===== config.mk =====
export PLATFORM = sky130hd
export DESIGN_NAME = wdg_timer
export DESIGN_NICKNAME = d
export VERILOG_FILES = /design/src/shared/wdg_pkg.sv /design/src/wdg_timer.sv
export SDC_FILE = /design/constraint.sdc
export NUM_CORES = 1
export LEC_CHECK = 0
export BUFFER_PORTS_ARGS = -buffer_cell sky130_fd_sc_hd__buf_2
export CAP_MARGIN = 15
export CELL_PAD_IN_SITES_DETAIL_PLACEMENT = 0
export CELL_PAD_IN_SITES_GLOBAL_PLACEMENT = 1
export CORE_MARGIN = 1.5
export CORE_UTILIZATION = 25
export DETAILED_ROUTE_END_ITERATION = 10
export HOLD_SLACK_MARGIN = 0.1
export PLACE_DENSITY = 0.54
export SYNTH_ARGS = -nofsm -noshare
export SYNTH_HDL_FRONTEND = slang
export SYNTH_SLANG_ARGS = --single-unit

===== constraint.sdc =====
create_clock -name clk_sys -period 3 [get_ports clk_sys]
set_input_delay 0.45 -clock clk_sys [delete_from_list [all_inputs] [get_ports clk_sys]]
set_output_delay 0.45 -clock clk_sys [all_outputs]
set_load 0.01 [all_outputs]

===== src/shared/wdg_pkg.sv =====
// package: register map, field layout, reset values and timing for the watchdog
package wdg_pkg;

  // clock rates
  localparam int unsigned CLK_PERIOD_NS = 100;
  localparam int unsigned CLK_HZ = 1000000000 / CLK_PERIOD_NS;
  localparam int unsigned OSC_NOM_HZ = 10000;
  localparam int unsigned CLK_PER_OSC = CLK_HZ / OSC_NOM_HZ;

  // timing counts: time-out in prescaled ticks, grace in low-speed oscillator ticks
  localparam int unsigned TIMEOUT_TICKS = 64;
  localparam int unsigned GRACE_TICKS = 512;

  // bus geometry
  localparam int unsigned ADDR_W = 8;
  localparam int unsigned DATA_W = 32;

  // register byte offsets
  localparam logic [7:0] OFS_CONTROL = 8'h00;
  localparam logic [7:0] OFS_KEY = 8'h04;
  localparam logic [7:0] OFS_CONFIG = 8'h08;
  localparam logic [7:0] OFS_IRQ_EN = 8'h0C;
  localparam logic [7:0] OFS_COUNT = 8'h10;

  // watchdog_control field positions
  localparam int unsigned BIT_GENERAL_RUN = 7;
  localparam int unsigned BIT_COUNTER_CLEAR = 6;
  localparam int unsigned BIT_TIMEOUT_FLAG = 5;
  localparam int unsigned BIT_RUN_IN_SLEEP = 4;
  localparam int unsigned BIT_DOG_RESET_FLAG = 3;
  localparam int unsigned BIT_PRESCALE_LO = 0;
  localparam int unsigned PRESCALE_W = 3;

  // config and irq enable field positions
  localparam int unsigned BIT_MODE_CFG_LO = 4;
  localparam int unsigned MODE_CFG_W = 4;
  localparam int unsigned BIT_DOG_IRQ_EN = 0;
  localparam int unsigned BIT_GLOBAL_IRQ_EN = 1;

  // reset values and mode codes
  localparam logic [2:0] PRESCALE_POR = 3'h7;
  localparam logic [3:0] MODE_CFG_POR = 4'hF;
  localparam logic [3:0] MODE_GENERAL = 4'hF;
  localparam logic [3:0] MODE_STOP_IN_SLEEP = 4'h5;

  // timed-access keys
  localparam logic [7:0] KEY_FIRST = 8'hAA;
  localparam logic [7:0] KEY_SECOND = 8'h55;

  // bus responses
  localparam logic [1:0] RESP_OKAY = 2'h0;
  localparam logic [1:0] RESP_SLVERR = 2'h2;

  // timed-access unlock states
  typedef enum logic [1:0] {
    KEY_IDLE = 2'b00,
    KEY_GOT_FIRST = 2'b01,
    KEY_OPEN = 2'b10
  } wdg_key_state_t;

  // AXI4-Lite master-to-slave signals
  typedef struct packed {
    logic awvalid;
    logic [ADDR_W-1:0] awaddr;
    logic wvalid;
    logic [DATA_W-1:0] wdata;
    logic [3:0] wstrb;
    logic bready;
    logic arvalid;
    logic [ADDR_W-1:0] araddr;
    logic rready;
  } wdg_axil_req_t;

  // AXI4-Lite slave-to-master signals
  typedef struct packed {
    logic awready;
    logic wready;
    logic bvalid;
    logic [1:0] bresp;
    logic arready;
    logic rvalid;
    logic [DATA_W-1:0] rdata;
    logic [1:0] rresp;
  } wdg_axil_rsp_t;

  // divider ratio minus one for a prescale code: 1,4,8,...,256
  function automatic logic [7:0] wdg_ratio_m1(input logic [2:0] code);
    logic [8:0] ratio;
    // shift worked out at 4 bits so that code 7 reaches 256
    ratio = (code == 3'h0) ? 9'h001 : (9'h001 << ({1'b0, code} + 4'h1));
    return 8'(ratio - 9'h001);
  endfunction : wdg_ratio_m1

endpackage : wdg_pkg


===== src/wdg_timer.sv =====
// watchdog and interval timer with AXI4-Lite register access
//
// Notes on behaviour
// - writing one to counter_clear zeroes the count; writing zero does nothing
// - counter_clear reads one while the clear is pending, zero once done
// - timeout_flag set on overflow; cleared by software, power-on reset or other_reset
// - general mode: run_in_sleep zero stops counting asleep, one keeps counting
// - dog_reset_flag set by watchdog reset, cleared by power-on reset or a software write of zero
// - prescale codes 0..7 divide by 1,4,8,16,32,64,128,256
// - power-on reset sets prescale to 111; other resets keep it
// - time-out after 64 prescaled ticks
// - mode field not all ones means time-out reset timer
// - reset mode value 5 stops counter asleep; other values keep counting
// - reset mode ignores general_run and run_in_sleep
// - reset mode counts from reset release without software action
// - time-out sets flag; interrupt when both enables are set
// - after reset-mode time-out, 512 osc clocks to clear or system reset
// - control register writes accepted only after timed-access unlock
// - counter and prescaler cleared on sleep entry, wake-up, any reset
// - mode field all ones gives general timer under software control
// - general mode: run starts, clear halts; flag set each interval, keeps counting
// - counts in power-down and wakes the core at interval end
// - general_run is bit 7; one enables and starts the counter
// - counter clocked from the 10 kHz oscillator through the divider
//
// Chosen here: the placing of the registers and register access over AXI4-Lite.
`timescale 1ns/1ps
module wdg_timer
  import wdg_pkg::*;
#(
  parameter int unsigned TIMEOUT_TICKS_P = wdg_pkg::TIMEOUT_TICKS,
  parameter int unsigned GRACE_TICKS_P = wdg_pkg::GRACE_TICKS
)
(
  input wire logic clk_sys,
  input wire logic rst_n,
  input wire wdg_pkg::wdg_axil_req_t axil_req,
  output wdg_pkg::wdg_axil_rsp_t axil_rsp,
  input wire logic low_speed_osc,
  input wire logic other_reset,
  input wire logic idle_mode,
  input wire logic pdown_mode,
  output logic irq_req,
  output logic wake_req,
  output logic sys_reset_req
);
  import wdg_pkg::*;

  localparam int unsigned CNT_W = $clog2(TIMEOUT_TICKS_P);
  localparam int unsigned GRC_W = $clog2(GRACE_TICKS_P);
  localparam logic [CNT_W-1:0] CNT_LAST = CNT_W'(TIMEOUT_TICKS_P - 1);
  localparam logic [GRC_W-1:0] GRC_LAST = GRC_W'(GRACE_TICKS_P - 1);

  // elaboration checks
  if (TIMEOUT_TICKS_P < 2 || TIMEOUT_TICKS_P > 256)
  begin : g_bad_timeout
    $error("timeout tick count out of range");
  end
  if (GRACE_TICKS_P < 2 || GRACE_TICKS_P > 65536)
  begin : g_bad_grace
    $error("grace tick count out of range");
  end
  if (CLK_PER_OSC < 4)
  begin : g_bad_clock
    $error("system clock too slow to sample the oscillator");
  end

  // bus-side state
  logic aw_held_reg;
  logic [ADDR_W-1:0] aw_addr_reg;
  logic w_held_reg;
  logic [7:0] w_data_reg;
  logic w_strb_reg;
  logic bvalid_reg;
  logic [1:0] bresp_reg;
  logic rvalid_reg;
  logic [DATA_W-1:0] rdata_reg;
  logic [1:0] rresp_reg;
  wdg_key_state_t key_state_reg;
  wdg_key_state_t key_state_next;

  // block state
  logic general_run_reg;
  logic clear_pending_reg;
  logic timeout_flag_reg;
  logic run_in_sleep_reg;
  logic dog_reset_flag_reg;
  logic [2:0] prescale_reg;
  logic [3:0] mode_cfg_reg;
  logic dog_irq_en_reg;
  logic global_irq_en_reg;
  logic [7:0] presc_cnt_reg;
  logic [CNT_W-1:0] tick_cnt_reg;
  logic grace_active_reg;
  logic [GRC_W-1:0] grace_cnt_reg;
  logic dog_fire_reg;
  logic irq_reg;
  logic wake_reg;
  logic osc_s1_reg;
  logic osc_s2_reg;
  logic osc_s3_reg;
  logic sleep_d_reg;

  // decoded strobes
  logic do_write;
  logic wr_lane;
  logic wr_mapped;
  logic unlocked;
  logic ctrl_wr;
  logic cfg_wr;
  logic ien_wr;
  logic key_wr;
  logic soft_rst;
  logic osc_tick;
  logic sleeping;
  logic sleep_edge;
  logic general_mode;
  logic counting;
  logic presc_done;
  logic overflow;
  logic rd_take;
  logic [7:0] rd_byte;
  logic rd_mapped;

  // oscillator synchroniser and rising-edge detect
  always_ff @(posedge clk_sys)
  begin
    if (!rst_n)
    begin
      osc_s1_reg <= 1'b0;
      osc_s2_reg <= 1'b0;
      osc_s3_reg <= 1'b0;
    end
    else
    begin
      osc_s1_reg <= low_speed_osc;
      osc_s2_reg <= osc_s1_reg;
      osc_s3_reg <= osc_s2_reg;
    end
  end

  assign osc_tick = osc_s2_reg & ~osc_s3_reg;

  // sleep tracking for entry and wake-up edges
  assign sleeping = idle_mode | pdown_mode;
  always_ff @(posedge clk_sys)
  begin
    if (!rst_n)
      sleep_d_reg <= 1'b0;
    else
      sleep_d_reg <= sleeping;
  end
  assign sleep_edge = sleeping ^ sleep_d_reg;

  // any reset other than power-on, including our own
  assign soft_rst = other_reset | dog_fire_reg;

  // write channel capture, either order
  assign axil_rsp.awready = ~aw_held_reg;
  assign axil_rsp.wready = ~w_held_reg;
  assign do_write = aw_held_reg & w_held_reg & ~bvalid_reg;

  always_ff @(posedge clk_sys)
  begin
    if (!rst_n)
    begin
      aw_held_reg <= 1'b0;
      aw_addr_reg <= '0;
    end
    else if (axil_req.awvalid && !aw_held_reg)
    begin
      aw_held_reg <= 1'b1;
      aw_addr_reg <= axil_req.awaddr;
    end
    else if (do_write)
      aw_held_reg <= 1'b0;
  end

  always_ff @(posedge clk_sys)
  begin
    if (!rst_n)
    begin
      w_held_reg <= 1'b0;
      w_data_reg <= 8'h00;
      w_strb_reg <= 1'b0;
    end
    else if (axil_req.wvalid && !w_held_reg)
    begin
      w_held_reg <= 1'b1;
      w_data_reg <= axil_req.wdata[7:0];
      w_strb_reg <= axil_req.wstrb[0];
    end
    else if (do_write)
      w_held_reg <= 1'b0;
  end

  // write decode; unmapped addresses answer SLVERR
  always_comb
  begin
    wr_mapped = 1'b1;
    case (aw_addr_reg)
      OFS_CONTROL, OFS_KEY, OFS_CONFIG, OFS_IRQ_EN, OFS_COUNT: wr_mapped = 1'b1;
      default: wr_mapped = 1'b0;
    endcase
  end

  assign wr_lane = do_write & w_strb_reg;
  assign unlocked = key_state_reg == KEY_OPEN;
  assign key_wr = wr_lane & (aw_addr_reg == OFS_KEY);
  assign ctrl_wr = wr_lane & unlocked & (aw_addr_reg == OFS_CONTROL);
  assign cfg_wr = wr_lane & unlocked & (aw_addr_reg == OFS_CONFIG);
  assign ien_wr = wr_lane & (aw_addr_reg == OFS_IRQ_EN);

  // write response
  always_ff @(posedge clk_sys)
  begin
    if (!rst_n)
    begin
      bvalid_reg <= 1'b0;
      bresp_reg <= RESP_OKAY;
    end
    else if (do_write)
    begin
      bvalid_reg <= 1'b1;
      bresp_reg <= wr_mapped ? RESP_OKAY : RESP_SLVERR;
    end
    else if (axil_req.bready)
      bvalid_reg <= 1'b0;
  end
  assign axil_rsp.bvalid = bvalid_reg;
  assign axil_rsp.bresp = bresp_reg;

  // timed-access unlock sequence; any write after opening closes it
  always_comb
  begin
    key_state_next = key_state_reg;
    if (do_write)
    begin
      case (key_state_reg)
        KEY_IDLE:
          key_state_next = (key_wr && w_data_reg == KEY_FIRST) ? KEY_GOT_FIRST : KEY_IDLE;
        KEY_GOT_FIRST:
          key_state_next = (key_wr && w_data_reg == KEY_SECOND) ? KEY_OPEN : KEY_IDLE;
        KEY_OPEN:
          key_state_next = KEY_IDLE;
        default:
          key_state_next = KEY_IDLE;
      endcase
    end
  end

  always_ff @(posedge clk_sys)
  begin
    if (!rst_n || soft_rst)
      key_state_reg <= KEY_IDLE;
    else
      key_state_reg <= key_state_next;
  end

  // read channel
  assign rd_take = axil_req.arvalid & ~rvalid_reg;
  assign axil_rsp.arready = ~rvalid_reg;

  always_comb
  begin
    rd_byte = 8'h00;
    rd_mapped = 1'b1;
    case (axil_req.araddr)
      OFS_CONTROL:
        rd_byte = {general_run_reg, clear_pending_reg, timeout_flag_reg,
                   run_in_sleep_reg, dog_reset_flag_reg, prescale_reg};
      OFS_KEY:
        rd_byte = {7'h00, unlocked};
      OFS_CONFIG:
        rd_byte = {mode_cfg_reg, 4'h0};
      OFS_IRQ_EN:
        rd_byte = {6'h00, global_irq_en_reg, dog_irq_en_reg};
      OFS_COUNT:
        rd_byte = 8'(tick_cnt_reg);
      default:
        rd_mapped = 1'b0;
    endcase
  end

  always_ff @(posedge clk_sys)
  begin
    if (!rst_n)
    begin
      rvalid_reg <= 1'b0;
      rdata_reg <= '0;
      rresp_reg <= RESP_OKAY;
    end
    else if (rd_take)
    begin
      rvalid_reg <= 1'b1;
      rdata_reg <= {24'h000000, rd_byte};
      rresp_reg <= rd_mapped ? RESP_OKAY : RESP_SLVERR;
    end
    else if (axil_req.rready)
      rvalid_reg <= 1'b0;
  end
  assign axil_rsp.rvalid = rvalid_reg;
  assign axil_rsp.rdata = rdata_reg;
  assign axil_rsp.rresp = rresp_reg;

  // mode configuration, loaded to all ones at power-on
  always_ff @(posedge clk_sys)
  begin
    if (!rst_n)
      mode_cfg_reg <= MODE_CFG_POR;
    else if (cfg_wr)
      mode_cfg_reg <= w_data_reg[BIT_MODE_CFG_LO +: MODE_CFG_W];
  end
  assign general_mode = mode_cfg_reg == MODE_GENERAL;

  // interrupt enables
  always_ff @(posedge clk_sys)
  begin
    if (!rst_n || soft_rst)
    begin
      dog_irq_en_reg <= 1'b0;
      global_irq_en_reg <= 1'b0;
    end
    else if (ien_wr)
    begin
      dog_irq_en_reg <= w_data_reg[BIT_DOG_IRQ_EN];
      global_irq_en_reg <= w_data_reg[BIT_GLOBAL_IRQ_EN];
    end
  end

  // run controls, writable in either mode
  always_ff @(posedge clk_sys)
  begin
    if (!rst_n || soft_rst)
    begin
      general_run_reg <= 1'b0;
      run_in_sleep_reg <= 1'b0;
    end
    else if (ctrl_wr)
    begin
      general_run_reg <= w_data_reg[BIT_GENERAL_RUN];
      run_in_sleep_reg <= w_data_reg[BIT_RUN_IN_SLEEP];
    end
  end

  // prescale select survives all but power-on reset
  always_ff @(posedge clk_sys)
  begin
    if (!rst_n)
      prescale_reg <= PRESCALE_POR;
    else if (ctrl_wr)
      prescale_reg <= w_data_reg[BIT_PRESCALE_LO +: PRESCALE_W];
  end

  // clear request pending until the next oscillator tick; set wins
  always_ff @(posedge clk_sys)
  begin
    if (!rst_n || soft_rst)
      clear_pending_reg <= 1'b0;
    else if (ctrl_wr && w_data_reg[BIT_COUNTER_CLEAR])
      clear_pending_reg <= 1'b1;
    else if (osc_tick)
      clear_pending_reg <= 1'b0;
  end

  // run condition per mode
  always_comb
  begin
    if (general_mode)
      counting = general_run_reg & (~sleeping | run_in_sleep_reg);
    else
      counting = ~(sleeping & (mode_cfg_reg == MODE_STOP_IN_SLEEP));
  end

  assign presc_done = presc_cnt_reg == wdg_ratio_m1(prescale_reg);
  assign overflow = osc_tick & ~clear_pending_reg & counting & presc_done
                    & (tick_cnt_reg == CNT_LAST);

  // prescaler and tick counter
  always_ff @(posedge clk_sys)
  begin
    if (!rst_n || soft_rst || sleep_edge)
    begin
      presc_cnt_reg <= 8'h00;
      tick_cnt_reg <= '0;
    end
    else if (osc_tick)
    begin
      if (clear_pending_reg)
      begin
        presc_cnt_reg <= 8'h00;
        tick_cnt_reg <= '0;
      end
      else if (counting)
      begin
        if (presc_done)
        begin
          presc_cnt_reg <= 8'h00;
          tick_cnt_reg <= overflow ? '0 : tick_cnt_reg + 1'b1;
        end
        else
          presc_cnt_reg <= presc_cnt_reg + 8'h01;
      end
    end
  end

  // time-out flag; hardware sets, software writes clear, set wins
  always_ff @(posedge clk_sys)
  begin
    if (!rst_n || other_reset)
      timeout_flag_reg <= 1'b0;
    else if (overflow)
      timeout_flag_reg <= 1'b1;
    else if (ctrl_wr)
      timeout_flag_reg <= w_data_reg[BIT_TIMEOUT_FLAG];
  end

  // grace window after a reset-mode time-out
  always_ff @(posedge clk_sys)
  begin
    if (!rst_n || soft_rst)
    begin
      grace_active_reg <= 1'b0;
      grace_cnt_reg <= '0;
      dog_fire_reg <= 1'b0;
    end
    else
    begin
      dog_fire_reg <= 1'b0;
      if (clear_pending_reg && osc_tick)
        grace_active_reg <= 1'b0;
      else if (grace_active_reg && osc_tick)
      begin
        if (grace_cnt_reg == GRC_LAST)
        begin
          grace_active_reg <= 1'b0;
          dog_fire_reg <= 1'b1;
        end
        else
          grace_cnt_reg <= grace_cnt_reg + 1'b1;
      end
      else if (overflow && !general_mode && !grace_active_reg)
      begin
        grace_active_reg <= 1'b1;
        grace_cnt_reg <= '0;
      end
    end
  end

  // watchdog reset flag, kept across all but power-on reset
  always_ff @(posedge clk_sys)
  begin
    if (!rst_n)
      dog_reset_flag_reg <= 1'b0;
    else if (dog_fire_reg)
      dog_reset_flag_reg <= 1'b1;
    else if (ctrl_wr)
      dog_reset_flag_reg <= w_data_reg[BIT_DOG_RESET_FLAG];
  end

  // interrupt level and wake pulse
  always_ff @(posedge clk_sys)
  begin
    if (!rst_n)
    begin
      irq_reg <= 1'b0;
      wake_reg <= 1'b0;
    end
    else
    begin
      irq_reg <= timeout_flag_reg & dog_irq_en_reg & global_irq_en_reg;
      wake_reg <= overflow & sleeping;
    end
  end

  assign irq_req = irq_reg;
  assign wake_req = wake_reg;
  assign sys_reset_req = dog_fire_reg;

endmodule : wdg_timer


After elaboration in Yosys (flattened, before gate mapping)

Index checks and enable logic that the tools add are counted.

Register bits: 80
Input bits: 63
Output and inout port bits: 44
Logic and storage cells: 165

$add $sub $neg: 5
Eq/ne operators: 19
Shift-type cells: 1
Muxes and demuxes: 37
Bitwise gates (word level): 33
Reductions and logical operators: 39

Operators with widths:

| kind                | count |
|---|---|
| $pmux 8 s5          | 1 |
| $eq 8x4->1 const B  | 4 |
| $mux 8              | 4 |
| $mux 9              | 3 |
| $mux 6              | 4 |
| $mux 1              | 21 |
| $reduce_bool 2->1   | 10 |
| $and 1x1->1         | 19 |
| $eq 8x3->1 const B  | 2 |
| $eq 8x5->1 const B  | 2 |
| $logic_not 8->1     | 2 |
| $not 1->1           | 10 |
| $reduce_or 5->1     | 2 |
| $add 9x1->9 const B | 1 |
| $eq 9x9->1 const B  | 1 |
| $logic_and 1x1->1   | 9 |
| $add 8x1->8 const B | 1 |
| $eq 8x7->1 const B  | 1 |
| $eq 8x8->1          | 1 |
| $eq 8x8->1 const B  | 1 |
| $shl 1x4->8 const A | 1 |
| $sub 8x1->8 const B | 1 |
| $add 6x1->6 const B | 1 |
| $eq 6x6->1 const B  | 1 |
| other kinds (19)    | 31 |

Depth between registers and ports, before layout

Depth after elaboration: 12
Gate-level depth with buffers: 13
Gate-level depth less buffers: 11

Least setup slack after synthesis

Ideal clock, no wire load.

Path kind: flip-flop to flip-flop
Start: register prescale_reg[0]
End: register tick_cnt_reg[5]
Setup time: 0.117 ns
Arrival: 2.881 ns
Required time: 2.883 ns
Slack: 0.002 ns
Cell stages (with the launch flop): 13
Path buffers: 1
Clock period less this slack: 2.998 ns
Cells stage by stage: dfxtp_1 > buf_4 > and2_4 > ha_1 > a21boi_1 > o21ai_0 > ha_1 > xor2_1 > o31ai_1 > a2111oi_4 > o2111ai_4 > or4_4 > o2bb2ai_1

Word-level cells in the longest chain between the ends: 11
Elaborated cells on any way between the ends: 14
Those cells by class: add/sub (2); eq/ne (1); shift (1); mux (5); bitwise (2); reduce/logical (3)

RTL lines:

| element                  | RTL line         | text |
|---|---|---|
| start: declaration       | wdg_timer.sv:88  | `logic [2:0] prescale_reg;` |
| start signal: assignment | wdg_timer.sv:352 | `prescale_reg <= w_data_reg[BIT_PRESCALE_LO +: PRESCALE_W];` |
| $add 3x1->4              | wdg_pkg.sv:90    | `ratio = (code == 3'h0) ? 9'h001 : (9'h001 << ({1'b0, code} + 4'h1));` |
| $shl 1x4->8              | wdg_pkg.sv:90    |  |
| $mux 8 *                 | wdg_pkg.sv:90    |  |
| $sub 8x1->8 *            | wdg_pkg.sv:91    | `return 8'(ratio - 9'h001);` |
| $eq 8x8->1 *             | wdg_timer.sv:375 | `assign presc_done = presc_cnt_reg == wdg_ratio_m1(prescale_reg);` |
| $and 1x1->1              | wdg_timer.sv:376 | `assign overflow = osc_tick & ~clear_pending_reg & counting & presc_done` |
| $and 1x1->1              | wdg_timer.sv:377 | `& (tick_cnt_reg == CNT_LAST);` |
| $mux 6                   | wdg_timer.sv:399 | `tick_cnt_reg <= overflow ? '0 : tick_cnt_reg + 1'b1;` |
| $mux 6                   | wdg_timer.sv:396 | `if (presc_done)` |
| $mux 6                   | wdg_timer.sv:394 | `else if (counting)` |
| $mux 6                   | wdg_timer.sv:389 | `if (clear_pending_reg)` |
| end signal: assignment   | wdg_timer.sv:399 |  |
| end: declaration         | wdg_timer.sv:93  | `logic [CNT_W-1:0] tick_cnt_reg;` |

Mark *: on every way between the ends. The rest lies on a longest branch, timed or not. The select of a mux whose other input is x is not followed.
A chain may end at the register's enable or synchronous reset.

Worst setup path in the final report

Start: register prescale_reg[1]
End: register tick_cnt_reg[5]

Same word-level chain as after synthesis.

==> out/results.env <==
TIMING.CRITICAL_PATH.REQUIRED_NS=3.23
YS_TOP_CELLS_BY_AREA='sky130_fd_sc_hd__dfxtp_1 38%, sky130_fd_sc_hd__mux2i_1 6.5%, sky130_fd_sc_hd__buf_4 5.6%'
CELL_TYPE_WITH_THE_HIGHEST_AGGREGATE_AREA_IN_THE_NETLIST='sky130_fd_sc_hd__dfxtp_1'
TRITONCTS_CLOCK_TREE='yes'
POSTROUTEWIRELENGTH_UM=9836
DP_HPWL_UM=7416
POST_CTS.REPAIR.SETUP_BUFFERS=0
SYNTH_WARNINGS=0
SYNTH.DISTINCT_CELLS=65
ROUTABILITYCONGESTION=0.7580
SYN_AREA_PER_CELL_UM2=8.822
SYNTHTOLAYOUTAREAGROWTH_PCT=17.27
FINALCRITPERIODSHARE_PCT=93.78
MET2ROUTEDLENGTH_UM=4598
CRITPATHARRIVALTIME_NS=3.04
REPORT.FINAL.SLEW_VIOL_COUNT=0
H-TREE-DEPTH=3
MULTI_INPUT_COMB_AREA_UM2=2296
CRITPATHLAUNCHTYPE='flop'
FIRST_GLOBAL_VIAS=3197
FINALSETUPVIOLATIONS=0
FP.COREAREA_UM2=16000
SYN_INST=469
LARGEST_REG_FLOPS=9
PATH_MAX_FANOUT=4
CTS_ROOT_BUF='sky130_fd_sc_hd__clkbuf_16'
NUM-FILL-CELLS=1745
LEAKAGEPOWER_nW=1.888
DR_TOTAL_VIAS=3311
CTS-BUFFERS-INSERTED=9
ROUTED.TOP_LAYER='met4'
CLKTRANSATPATHREGS_NS=0.06
MAX_CAP_VIOLATIONS=0
DIE_AREA_UM2=17330
DR.FIRST_ITER.DRC_COUNT=90
POWER_DENSITY_nW_PER_UM2=463.8
END_KIND='flop'
YS.FLOP_TYPE='sky130_fd_sc_hd__dfxtp_1'
CLOCK_LATENCY_NS=0.34
MAX-SLEW-MARGIN-REL_PCT=39.31
SYNTH_TOP_AREA_SHARE_PCT=37.74
CTS.HOLD.BUFFERS_ADDED=0
TOP_LEVEL_PORTS=107
CTSRESIZECOUNT=0
HP-CLASS='input pin to flop'
FINALWORSTPATHREQUIREDPERIOD_NS=2.813
REGAREA_UM2=1562
ANTENNA_FOUND_INITIAL=0
TIMING_WORST_SLEW_PIN_VALUE_NS=0.9085
STATUS='finished, final reports clean'
RSZ0062_AT_GRT='no'
FINAL.SETUP.TNS_NS=0
GRT_START_MAX_NET_PINS=45
CRITPATHKIND='flop to flop'
M1WIRELENGTH_UM=4709
GRT-OVFL-TOTAL=0
REPORT.FINAL.HOLD_VIOL_COUNT=0
X_DIMENSION_OF_THE_DIE_UM=131.7
AVGVIACOUNTPERCELL=4.444
YOSYS.CELL_COUNT.TOP_TYPE='sky130_fd_sc_hd__dfxtp_1'
COUNT_OF_FLIP_FLOPS_WITH_A_BUILT_IN_ENABLE_AFTER_SYNTHESIS=0
N_ANTENNA_CELL=0
SYNTH.YOSYS.SEQ_AREA_SHARE_PCT=37.74
SYNTH_COMMONEST_CELLS='78 x sky130_fd_sc_hd__dfxtp_1, 45 x sky130_fd_sc_hd__nand2_1, 41 x sky130_fd_sc_hd__nor2_1, 31 x sky130_fd_sc_hd__buf_4, 27 x sky130_fd_sc_hd__mux2i_1'
CLOCK_SINKS=78
START_UTIL_PCT=25.86
FMAX_MHz=355.4
WIRE_LENGTH_OF_THE_FIRST_GLOBAL_ROUTING_PASS_UM=15890
IRDROPWORSTVDD_mV=0.4020
FINALCLOCKSKEW_NS=0.007216
GRT_USE_TOTAL_PCT=11.50
LAYOUT_NET_COUNT=594
DETAILEDPLACE.WORSTSLACK_NS=0.06056
FIRST_PASS_ITERS=4
SYNTH-ASYNC-RESET-RATIO_PCT=0
AVGROUTEDWIREPERCELL_UM=13.20
COUNT_OF_STANDARD_CELL_ROWS=46
DRT_DRC_VIOLATIONS_LEFT=0
DRIVE_GT1_SHARE_PCT=18.90
CLOCK_TREE.BUFFER_DEPTH=2
FIN_WS_NS=0.1866
NUMBER_OF_BUFFERS_INSERTED_BY_PORT_BUFFERING=53
DIE-HEIGHT_UM=131.7
SYNTH.CELL_AREA_UM2=4138
DRTANTENNAVIOLNETS=0
SYNTH_SEQ_CELLS=78
WL_MET3_UM=400
POST-LAYOUT-TOTAL-POWER_mW=2.250
-- routing by layer --
metal	global-route usage, %	vias up
met5	0	-
met4	3.210	0
met3	3.627	11
met2	18.74	57
met1	14.57	1554
li1	-	1689
-- layout make-up --
type | count | share of cell area [%]
inverter | 15 | 1.160
multi-input combinational | 352 | 47.32
tap | 216 | 5.570
sequential | 78 | 32.18
clock buffer | 11 | 5.003
clock inverter | 5 | 0.7220
timing repair buffer | 68 | 8.045
-- placed cells by master (no fill, tap or decap), types with 7 or more instances in the layout --
cell                        netlist  layout
sky130_fd_sc_hd__xor2_1          11      11
sky130_fd_sc_hd__nand2b_1         8       8
sky130_fd_sc_hd__and2_1           9       9
sky130_fd_sc_hd__ha_1             7       7
sky130_fd_sc_hd__mux2i_1         27      27
sky130_fd_sc_hd__conb_1           1      26
sky130_fd_sc_hd__nand3b_1         7       7
sky130_fd_sc_hd__a21oi_1          8       8
sky130_fd_sc_hd__nand3_1         11      11
sky130_fd_sc_hd__inv_1           15      15
sky130_fd_sc_hd__a22oi_1          7       7
sky130_fd_sc_hd__nor3_1          13      13
sky130_fd_sc_hd__dfxtp_1         78      78
sky130_fd_sc_hd__buf_2            2      53
sky130_fd_sc_hd__nand2_1         45      45
sky130_fd_sc_hd__o21ai_0         14      14
sky130_fd_sc_hd__nand4_1          7       7
sky130_fd_sc_hd__buf_4           31      14
sky130_fd_sc_hd__nor2b_1         20      20
sky130_fd_sc_hd__xnor2_1          7       7
sky130_fd_sc_hd__clkbuf_16        0       9
sky130_fd_sc_hd__nor2_1          41      41
sky130_fd_sc_hd__a21boi_0        11      11
-- power breakdown --
group          total [mW]  leakage (nW)  internal, mW  switching (mW)
clock network        1.02         0.135         0.583           0.433
registers            1.08         0.633          1.06          0.0217
logic               0.155          1.12        0.0637          0.0910
-- final timing paths --
path / startpoint / end / slack (ns) / cells past startpoint
max reg2reg: prescale_reg[1] / tick_cnt_reg[5] / 0.19 / 11
max: prescale_reg[1] / tick_cnt_reg[5] / 0.19 / 11
min reg2reg: osc_s1_reg / osc_s2_reg / 0.43 / 1
min: low_speed_osc / osc_s1_reg / 0.32 / 2
-- cell families (layout without fill, tap and decap cells) --
logic type | count (synthesis) | in the layout | share of synthesized area [%]
simple gates | 190 | 190 | 24.40
compound gates | 79 | 79 | 14.64
flops | 78 | 78 | 37.74
buf+inv | 64 | 99 | 9.041
mux | 31 | 31 | 7.620
xor+xnor | 19 | 19 | 4.354
fa+ha+maj | 7 | 7 | 2.117
other cells | 1 | 26 | 0.09063
-- worst max-delay path, cell delays in order (launching register included) --
cell                        delay, ns
sky130_fd_sc_hd__dfxtp_1         0.33
sky130_fd_sc_hd__and2_4          0.17
sky130_fd_sc_hd__ha_1            0.19
sky130_fd_sc_hd__a21boi_1        0.20
sky130_fd_sc_hd__o21ai_0         0.11
sky130_fd_sc_hd__ha_1            0.31
sky130_fd_sc_hd__xor2_1          0.14
sky130_fd_sc_hd__o31ai_1         0.11
sky130_fd_sc_hd__a2111oi_4       0.27
sky130_fd_sc_hd__o2111ai_4       0.19
sky130_fd_sc_hd__or4_4           0.55
sky130_fd_sc_hd__o2bb2ai_1       0.14
-- per-stage QoR --
stage | hold slack (ns) | area [um2] | std cells | util (%)
floorplan | 0.4119 | 4232 | 494 | -
global placement | 0.4209 | 4574 | 729 | 28.59
detailed placement | 0.4258 | 4574 | 729 | 28.59
CTS | 0.3016 | 4852 | 745 | 30.33
global route | 0.3235 | 4852 | 745 | 30.33
finish | 0.3169 | 4852 | 745 | 30.33
No activity file was read; power rests on OpenSTA's default activity.
